--- config.mk ---
export PLATFORM = sky130hd
export DESIGN_NAME = ttc_test_bank
export DESIGN_NICKNAME = d
export VERILOG_FILES = /design/src/common/ttc_pkg.sv /design/src/ttc_test_bank.sv
export SDC_FILE = /design/constraint.sdc
export NUM_CORES = 1
export LEC_CHECK = 0
export BUFFER_PORTS_ARGS = -buffer_cell sky130_fd_sc_hd__buf_2
export CORE_ASPECT_RATIO = 1.25
export CORE_MARGIN = 2
export CORE_UTILIZATION = 49
export DETAILED_ROUTE_END_ITERATION = 8
export GPL_ROUTABILITY_DRIVEN = 1
export PLACE_DENSITY = 0.95
export SLEW_MARGIN = 30
export SYNTH_ARGS = -nofsm -noshare
export SYNTH_HDL_FRONTEND = slang
export SYNTH_SLANG_ARGS = --single-unit
--- constraint.sdc ---
create_clock -name clk_i -period 2.5 [get_ports clk_i]
set_clock_uncertainty 0.2 [all_clocks]
set_input_delay 0.125 -clock clk_i [delete_from_list [all_inputs] [get_ports clk_i]]
set_output_delay 0.125 -clock clk_i [all_outputs]
set_load 0.005 [all_outputs]
--- src/common/ttc_pkg.sv ---
package ttc_pkg;

  // Register indices; the Wishbone byte address is four times the index.
  localparam logic [7:0] TTC_IDX_OSC_CAL = 8'h23;
  localparam logic [7:0] TTC_IDX_PUMP_MIX = 8'h24;
  localparam logic [7:0] TTC_IDX_CONV_SYN = 8'h25;
  localparam logic [7:0] TTC_IDX_COUPLER = 8'h26;
  localparam logic [7:0] TTC_IDX_STAGE = 8'h27;
  localparam logic [7:0] TTC_IDX_CAL_STATUS = 8'h28;

  // Oscillator calibration test register fields.
  localparam int TTC_OSC_HAND_BIT = 7;
  localparam int TTC_OSC_FORCE_BIT = 6;
  localparam int TTC_OSC_VALUE_LSB = 0;

  // Pump and mixer test register fields.
  localparam int TTC_PUMP_OFF_BIT = 7;
  localparam int TTC_PUMP_UP_BIT = 6;
  localparam int TTC_PUMP_DN_BIT = 5;
  localparam int TTC_MIX_POL_LSB = 3;
  localparam int TTC_MIX_EN_BIT = 2;
  localparam int TTC_TM_FILT_BIT = 1;
  localparam int TTC_TM_CONV_BIT = 0;

  // Converter and synthesizer test register fields.
  localparam int TTC_FCOMP_BIT = 7;
  localparam int TTC_DITHER_BIT = 6;
  localparam int TTC_ADC_OUT_BIT = 5;
  localparam int TTC_CHOP_BIT = 4;
  localparam int TTC_SHAPE_BIT = 3;
  localparam int TTC_VCM_BIT = 2;
  localparam int TTC_ROT_LSB = 0;

  // Gain coupler and stage override fields.
  localparam int TTC_VGA_OVR_BIT = 3;
  localparam int TTC_AC1_BIT = 2;
  localparam int TTC_AC2_LSB = 0;
  localparam int TTC_STG1_LSB = 4;
  localparam int TTC_STG2_LSB = 2;
  localparam int TTC_STG3_LSB = 0;

  // Interface register bits that steer the analog test module.
  localparam int TTC_IF_PD_BIT = 3;

  // Writable masks; reserved bits are not stored and read as zero.
  localparam logic [7:0] TTC_COUPLER_MASK = 8'h0F;
  localparam logic [7:0] TTC_STAGE_MASK = 8'h3F;

  // Values after reset.
  localparam logic [7:0] TTC_RST_OSC_CAL = 8'h06;
  localparam logic [7:0] TTC_RST_PUMP_MIX = 8'h00;
  localparam logic [7:0] TTC_RST_CONV_SYN = 8'h40;
  localparam logic [7:0] TTC_RST_COUPLER = 8'h00;
  localparam logic [7:0] TTC_RST_STAGE = 8'h00;

  typedef struct packed {
    logic [5:0] osc_current;
    logic osc_cal_strobe;
    logic pump_normal_off;
    logic pump_force_up;
    logic pump_force_down;
    logic mixer_dc_force_en;
    logic mixer_i_pos;
    logic mixer_q_pos;
    logic testmod_to_filter;
    logic testmod_to_converter;
    logic testmod_powerdown;
    logic [2:0] testmod_mode;
    logic freq_comp_en;
    logic sigma_delta_dither_en;
    logic integrator_chop_off;
    logic mismatch_shaping_off;
    logic common_mode_rotation_off;
    logic [1:0] adc_rotate_pos;
  } ttc_analog_type;

  typedef struct packed {
    logic first_coupler_force;
    logic [1:0] second_coupler_force;
    logic [1:0] gain_stage_one_force;
    logic [1:0] gain_stage_two_force;
    logic [1:0] gain_stage_three_force;
  } ttc_gain_type;

  typedef struct packed {
    logic lock_pin;
    logic serial_data_pin;
    logic serial_data_pin_oe;
    logic serial_clock_pin;
  } ttc_pins_type;

endpackage

--- src/ttc_test_bank.sv ---
`timescale 1ns/1ps
`default_nettype none
module ttc_test_bank (
  // Clock and reset.
  input wire logic clk_i,
  input wire logic rst_i,
  // Wishbone classic slave.
  input wire logic wb_cyc_i,
  input wire logic wb_stb_i,
  input wire logic wb_we_i,
  input wire logic [31:0] wb_adr_i,
  input wire logic [3:0] wb_sel_i,
  input wire logic [31:0] wb_dat_i,
  output logic [31:0] wb_dat_o,
  output logic wb_ack_o,
  // Neighbouring logic and analog sense.
  input wire logic [5:0] osc_current_cal_i,
  input wire logic osc_current_comparator_i,
  input wire logic [3:0] interface_ctrl_i,
  input wire logic adc_sample_i,
  input wire logic adc_sample_clk_i,
  input wire logic adc_step_i,
  input wire logic [8:0] gain_normal_i,
  input wire ttc_pkg::ttc_pins_type pins_normal_i,
  // Analog controls and pins.
  output ttc_pkg::ttc_analog_type analog_o,
  output logic vga_override_o,
  output ttc_pkg::ttc_gain_type gain_o,
  output ttc_pkg::ttc_pins_type pins_o
);
  import ttc_pkg::*;

  logic [7:0] osc_q;
  logic [7:0] pump_q;
  logic [7:0] conv_q;
  logic [7:0] coup_q;
  logic [7:0] stage_q;
  logic cal_sample_q;
  logic [1:0] rot_pos_q;
  logic ack_q;
  logic [31:0] rdata_q;
  ttc_analog_type analog_d;
  ttc_analog_type analog_q;
  ttc_gain_type gain_d;
  ttc_gain_type gain_q;
  ttc_pins_type pins_d;
  ttc_pins_type pins_q;
  logic vga_ovr_q;
  logic req;
  logic wr;
  logic [7:0] idx;
  logic [7:0] rd_d;
  logic tm_conn;

  // Next input rotation position for each sequence mode.
  function automatic logic [1:0] next_rot(input logic [1:0] mode,
                                          input logic [1:0] pos);
    logic [1:0] n;
    n = 2'h0;
    case (mode)
      2'h0: n = pos + 2'h1;
      2'h1: begin
        case (pos)
          2'h0: n = 2'h2;
          2'h2: n = 2'h3;
          2'h3: n = 2'h1;
          default: n = 2'h0;
        endcase
      end
      2'h2: n = 2'h0;
      default: n = (pos == 2'h0) ? 2'h2 : 2'h0;
    endcase
    return n;
  endfunction

  assign req = wb_cyc_i && wb_stb_i && !ack_q;
  assign wr = req && wb_we_i && wb_sel_i[0];
  assign idx = wb_adr_i[9:2];

  // The answer comes one cycle after the request; unmapped reads give zero.
  always_ff @(posedge clk_i) begin
    if (rst_i) begin
      ack_q <= 1'b0;
    end else begin
      ack_q <= req;
    end
  end

  always_comb begin
    rd_d = 8'h00;
    case (idx)
      TTC_IDX_OSC_CAL: rd_d = osc_q;
      TTC_IDX_PUMP_MIX: rd_d = pump_q;
      TTC_IDX_CONV_SYN: rd_d = conv_q;
      TTC_IDX_COUPLER: rd_d = coup_q;
      TTC_IDX_STAGE: rd_d = stage_q;
      TTC_IDX_CAL_STATUS: rd_d = {6'h00, osc_current_comparator_i,
                                  cal_sample_q};
      default: rd_d = 8'h00;
    endcase
  end

  always_ff @(posedge clk_i) begin
    if (rst_i) begin
      rdata_q <= 32'h0000_0000;
    end else if (req && !wb_we_i) begin
      rdata_q <= {24'h00_0000, rd_d};
    end
  end

  assign wb_ack_o = ack_q;
  assign wb_dat_o = rdata_q;

  // Register writes; reserved bits are dropped so they read back as zero.
  always_ff @(posedge clk_i) begin
    if (rst_i) begin
      osc_q <= TTC_RST_OSC_CAL;
      pump_q <= TTC_RST_PUMP_MIX;
      conv_q <= TTC_RST_CONV_SYN;
      coup_q <= TTC_RST_COUPLER;
      stage_q <= TTC_RST_STAGE;
    end else if (wr) begin
      case (idx)
        TTC_IDX_OSC_CAL: osc_q <= wb_dat_i[7:0];
        TTC_IDX_PUMP_MIX: pump_q <= wb_dat_i[7:0];
        TTC_IDX_CONV_SYN: conv_q <= wb_dat_i[7:0];
        TTC_IDX_COUPLER: coup_q <= wb_dat_i[7:0] & TTC_COUPLER_MASK;
        TTC_IDX_STAGE: stage_q <= wb_dat_i[7:0] & TTC_STAGE_MASK;
        default: ;
      endcase
    end
  end

  // In hand mode a falling force bit samples the current comparator.
  always_ff @(posedge clk_i) begin
    if (rst_i) begin
      cal_sample_q <= 1'b0;
    end else if (wr && idx == TTC_IDX_OSC_CAL && osc_q[TTC_OSC_HAND_BIT]
                 && osc_q[TTC_OSC_FORCE_BIT]
                 && !wb_dat_i[TTC_OSC_FORCE_BIT]) begin
      cal_sample_q <= osc_current_comparator_i;
    end
  end

  // Converter input rotation takes its next position on each converter step; mode 2 holds position zero.
  always_ff @(posedge clk_i) begin
    if (rst_i) begin
      rot_pos_q <= 2'h0;
    end else if (adc_step_i) begin
      rot_pos_q <= next_rot(conv_q[TTC_ROT_LSB +: 2], rot_pos_q);
    end
  end

  assign tm_conn = pump_q[TTC_TM_FILT_BIT] || pump_q[TTC_TM_CONV_BIT];

  always_comb begin
    analog_d = '0;
    if (osc_q[TTC_OSC_FORCE_BIT] && !osc_q[TTC_OSC_HAND_BIT]) begin
      analog_d.osc_current = osc_q[TTC_OSC_VALUE_LSB +: 6];
    end else begin
      analog_d.osc_current = osc_current_cal_i;
    end
    analog_d.osc_cal_strobe = osc_q[TTC_OSC_HAND_BIT]
                              && osc_q[TTC_OSC_FORCE_BIT];
    analog_d.pump_normal_off = pump_q[TTC_PUMP_OFF_BIT];
    analog_d.pump_force_up = pump_q[TTC_PUMP_UP_BIT];
    analog_d.pump_force_down = pump_q[TTC_PUMP_DN_BIT];
    analog_d.mixer_dc_force_en = pump_q[TTC_MIX_EN_BIT];
    if (pump_q[TTC_MIX_EN_BIT]) begin
      analog_d.mixer_i_pos = pump_q[TTC_MIX_POL_LSB + 1];
      analog_d.mixer_q_pos = pump_q[TTC_MIX_POL_LSB];
    end
    analog_d.testmod_to_filter = pump_q[TTC_TM_FILT_BIT];
    analog_d.testmod_to_converter = pump_q[TTC_TM_CONV_BIT];
    if (tm_conn) begin
      analog_d.testmod_powerdown = interface_ctrl_i[TTC_IF_PD_BIT];
      analog_d.testmod_mode = interface_ctrl_i[2:0];
    end else begin
      analog_d.testmod_powerdown = 1'b1;
      analog_d.testmod_mode = {1'b1, interface_ctrl_i[1:0]};
    end
    analog_d.freq_comp_en = conv_q[TTC_FCOMP_BIT];
    analog_d.sigma_delta_dither_en = conv_q[TTC_DITHER_BIT];
    analog_d.integrator_chop_off = conv_q[TTC_CHOP_BIT];
    analog_d.mismatch_shaping_off = conv_q[TTC_SHAPE_BIT];
    analog_d.common_mode_rotation_off = conv_q[TTC_VCM_BIT];
    analog_d.adc_rotate_pos = rot_pos_q;
  end

  always_comb begin
    if (coup_q[TTC_VGA_OVR_BIT]) begin
      gain_d.first_coupler_force = coup_q[TTC_AC1_BIT];
      gain_d.second_coupler_force = coup_q[TTC_AC2_LSB +: 2];
      gain_d.gain_stage_one_force = stage_q[TTC_STG1_LSB +: 2];
      gain_d.gain_stage_two_force = stage_q[TTC_STG2_LSB +: 2];
      gain_d.gain_stage_three_force = stage_q[TTC_STG3_LSB +: 2];
    end else begin
      gain_d = gain_normal_i;
    end
  end

  always_comb begin
    if (conv_q[TTC_ADC_OUT_BIT]) begin
      pins_d.lock_pin = adc_sample_i;
      pins_d.serial_data_pin = adc_sample_i;
      pins_d.serial_data_pin_oe = 1'b1;
      pins_d.serial_clock_pin = adc_sample_clk_i;
    end else begin
      pins_d = pins_normal_i;
    end
  end

  // Outputs track their sources through reset as well, so that they already
  // show the reset values of the registers when reset is released.
  always_ff @(posedge clk_i) begin
    analog_q <= analog_d;
    gain_q <= gain_d;
    pins_q <= pins_d;
    vga_ovr_q <= coup_q[TTC_VGA_OVR_BIT];
  end

  assign analog_o = analog_q;
  assign gain_o = gain_q;
  assign pins_o = pins_q;
  assign vga_override_o = vga_ovr_q;
endmodule
`default_nettype wire

After elaboration in Yosys (flattened, before gate mapping)
Index checks and enable logic that the tools add are counted.
- logic and storage cells: 79
- bits of input ports: 100
- output and inout bits: 73
- register bits: 86
- equal/unequal tests: 10
- reduce and logical (&&, ||, !) cells: 23
- add/subtract/negate cells: 1
- mux-type cells: 7
- operator list (cell ; count):
    equality test 8 x 6 -> 1 bit, second input constant ; 6
    one-hot mux 8 bit (6 select lines) ; 1
    one-hot mux 2 bit (3 select lines) ; 2
    logical AND 1 bit ; 11
    AND reduction 2 bit ; 5
    two-way mux 9 bit ; 1
    equality test 2 bit, second input constant ; 3
    two-way mux 6 bit ; 1
    zero test 1 bit ; 4
    zero test 2 bit ; 2
    two-way mux 4 bit ; 1
    adder 2 x 1 -> 2 bit, second input constant ; 1
    equality test 2 x 1 -> 1 bit, second input constant ; 1
    two-way mux 2 bit ; 1
    logical OR 1 bit ; 1

Longest topological paths before layout
- depth after elaboration: 8
- gate-level depth with buffers: 6

Least setup slack after synthesis
No wires, ideal clock.
- path type: input to register
- start point: in wb_adr_i[6]
- end point: reg rdata_q[0], in the netlist wb_dat_o[0]
- required time: 2209 ps
- buffers on the path: 0
- path slack: 986 ps
- library setup time: 91 ps
- stages on the path: 4
- data arrival time: 1223 ps
- cells stage by stage: or4b_4 nor4b_2 a32oi_1 a311oi_1
- longest elaborated chain between the ends: 2
- elaborated cells between the ends (all ways): 7
- those cells by class: eq/ne: 6; mux: 1
- ends and longest elaborated chain (what ; line ; source):
    from (decl) ; ttc_test_bank.sv:11 ; input wire logic [31:0] wb_adr_i,
    equality test 8 x 6 -> 1 bit ; ttc_test_bank.sv:91 ; case (idx)
    one-hot mux 8 bit (6 select lines) (*) ; ttc_test_bank.sv:91 ;
    to (signal assigned) ; ttc_test_bank.sv:107 ; rdata_q <= {24'h00_0000, rd_d};
    to (decl) ; ttc_test_bank.sv:41 ; logic [31:0] rdata_q;
Mark *: on every way between the ends. The rest lies on a longest branch, timed or not.
A chain may end at the register's enable or synchronous reset.

Worst setup path after layout
- start point: in wb_stb_i
- end point: reg rdata_q[3], in the netlist wb_dat_o[3]
- longest elaborated chain between the ends: 3
- ends and longest elaborated chain (what ; line ; source):
    from (decl) ; ttc_test_bank.sv:9 ; input wire logic wb_stb_i,
    logical AND 1 bit (2 in series) ; ttc_test_bank.sv:76 ; assign req = wb_cyc_i && wb_stb_i && !ack_q;
    logical AND 1 bit ; ttc_test_bank.sv:106 ; end else if (req && !wb_we_i) begin
No other way between the ends.

==> metrics.yaml <==
placed_area_sq_um: 3920
core_area_sq_um: 6890
hold_viol: 0
fin_crit_ns: 2.41
syn2layout_area_growth_pct: 31.4
setup_viol: 0
ys_types: 44
grt_max_degree: 44
antenna_found_initial: 0
synthAdderAreaFrac_pct: 1.45
synth-seq-area-share_pct: 49.8
vias_per_cell: 5.53
place_ws_ns: 0.622
final_area_sq_um: 4550
fmax_mhz: 414
yosysTopAreaCell: "dfxtp_1"
m1WireLength_um: 3400
globalplace.congestion: 0.922
critPathKind: "in2reg"
drive_gt1_share_pct: 29.9
worstPathRequired_ns: 2.60
cts_tree: "built"
cp_slowest_cell: "dlygate4sd3_1"
synth-compound-area-share_pct: 16.2
syn_area_sq_um: 3460
vdd_drop_max_v: 0.000371
met2_length_um: 4670
synth_top_area_share_pct: 49.8
grt_first_pass_wirelength_um: 14200
clkTransAtPathRegs_ns: 0.09
synth_edf_count: 0
cts_root_buf: "clkbuf_8"
synth_top_family_by_area: "compound AO/OA/AOI/OAI gates"
hold_path_class: "in2reg"
fin_nets: 591
drc: 0
cpPeakStageDelay_ns: 0.57
wl_met3_um: 805
grt-ovfl-total: 0
synthFlopType: "dfxtp_1"
p_leak_uw: 0.00197
cts_max_level: 3
syn_inst: 352
synth_common_cells: "dfxtp_1, a21oi_1, buf_4"
start_util_pct: 50.2
max-cap-violations: 0
power_per_cell_area_nw_per_um2: 566
synth_most_common_cell: "dfxtp_1"
portBuffers: 97
maxUsedRoutingLayer: "met4"
clock_sinks: 86
drv_slew: 0
path_max_fanout: 7
crit_arrival_ns: 2.52
ant_nets: 0
avgSynthCellArea_sq_um: 9.83
dp_hpwl_um: 5900
clockBufferDepth: 2
ios: 173
cp-start-kind: "input port"
die_area_sq_um: 7750
rows: 34
first_global_vias: 3019
setup_slack_ns: 0.0870
vias: 3219
yosys_register_bits: 86
wire_per_inst_um: 15.7
final_cell_count_no_fill: 582
yosysWarnings: 0
wl_um: 9140
drt_iter0_drc: 348
utilization_pct: 66.0
critPathCaptureType: "flip-flop"
path_common_cell: "dlygate4sd3_1"
drtPass1Iterations: 5
synthArstFlopShare_pct: 0
period_share_pct: 96.5
clock_latency_ns: 0.36
die_h_um: 97.9
fp.dieW_um: 79.2
synth-xor-area-share_pct: 0
synth_simple_gate_area_share_pct: 13.7
synth.area.top_cells: "dfxtp_1, mux2_2, buf_4"
cts_inserted_buffers: 9
grtUsageTotal_pct: 23.4
n_antenna_cell: 0
dpl.cell_count: 524
cp_cell_sequence: "dlygate4sd3_1 > buf_2 > nand3b_1 > nor2_4 > nand3_1 > dlygate4sd3_1 > a21oi_1 > dlygate4sd3_1"
tightestPinTransition_ns: 0.636
outcome: "completed"
slew_headroom_pct: 57.4
synthMuxAreaShare_pct: 9.76
-- worst paths after layout --
path,start,end,slack [ns],cells after the start
min reg2reg,conv_q[4],analog_o[4],0.18,0
max,wb_stb_i,wb_dat_o[3],0.09,8
max reg2reg,wb_ack_o,wb_dat_o[3],0.09,6
min,wb_adr_i[4],stage_q[2],0.04,3
-- kinds of logic after synthesis --
| kind of cell | after synthesis |
|---|---|
| AO/OA/AOI/OAI | 91 |
| adder cells (fa/ha/maj) | 4 |
| buffers and inverters | 56 |
| flip-flops | 86 |
| multiplexers | 31 |
| other | 1 |
| AND/OR/NAND/NOR | 83 |
-- registers in the layout, indices dropped and copies added, names as in the netlist --
name / count
analog_o: 26
gain_o: 9
conv_q: 8
osc_q: 8
pump_q: 8
wb_dat_o: 8
stage_q: 6
coup_q: 4
pins_o: 4
rot_pos_q: 2
cal_sample_q: 1
vga_override_o: 1
wb_ack_o: 1
-- per-layer routing --
metal	track usage, %	vias to the layer above
li1	-	1487
met1	27.5	1513
met2	40.5	193
met3	4.62	26
met4	10.6	0
met5	0	-
-- final cells by class --
class                           instances  area (sq um)
Clock buffer                           12           165
Timing Repair Buffer                  145           951
Tap cell                               90           113
Clock inverter                          4          30.0
Inverter                               12          45.0
Sequential cell                        86          1720
Fill cell                             550          2340
Multi-Input combinational cell        233          1520
-- worst max-delay path: cells and delay by family --
family / cells / cell delay, ns
simple gates: 3 / 0.45
compound gates: 1 / 0.14
buf+inv: 4 / 1.79
-- placed cells by master, fill, tap and decap left out, types with 2 or more instances in the layout --
cell type | Yosys | routed
inv_1 | 12 | 12
nor2_1 | 18 | 17
a22o_1 | 7 | 7
o21ai_1 | 14 | 14
a22oi_1 | 5 | 5
a311oi_1 | 2 | 2
nand3b_1 | 3 | 3
clkinv_4 | 0 | 2
and4_1 | 2 | 2
o21bai_1 | 2 | 2
o2bb2ai_1 | 6 | 6
a21oi_1 | 30 | 30
o21ai_0 | 15 | 15
a32oi_1 | 3 | 3
and2_1 | 5 | 5
nand2b_1 | 3 | 3
conb_1 | 1 | 24
nand4_1 | 8 | 8
mux2_2 | 22 | 22
clkbuf_8 | 0 | 12
nand3_1 | 23 | 23
buf_2 | 7 | 97
nand2_1 | 8 | 8
nor4b_2 | 2 | 2
dfxtp_1 | 86 | 86
a211o_1 | 2 | 2
dlygate4sd3_1 | 0 | 42
nor2b_1 | 2 | 2
mux2i_1 | 9 | 9
ha_1 | 4 | 4
buf_4 | 24 | 6
-- stage by stage --
step / setup TNS (ns) / hold WS [ns] / power (uW)
after floorplan: 0 / -0.0473 / 1560
after global placement: 0 / 0.0274 / 1610
after detailed placement: 0 / 0.0291 / 1620
after CTS: 0 / 0.00978 / 2590
after global routing: -0.00252 / 0.0448 / 2670
final: 0 / 0.0386 / 2570
-- what timing repair did --
item                       in CTS  in global routing
hold endpoints to repair       64                  0
setup buffers                   0                  0
setup endpoints to repair       0                  1
resized for setup               0                  2
hold buffers                   42                  0
-- where the power goes --
group	switching (uW)	total, uW	internal (uW)
sequential	9.77	1400	1390
combinational	122	242	120
clock	484	928	444
total	615	2570	1960
No activity file was read; power rests on OpenSTA's default activity.
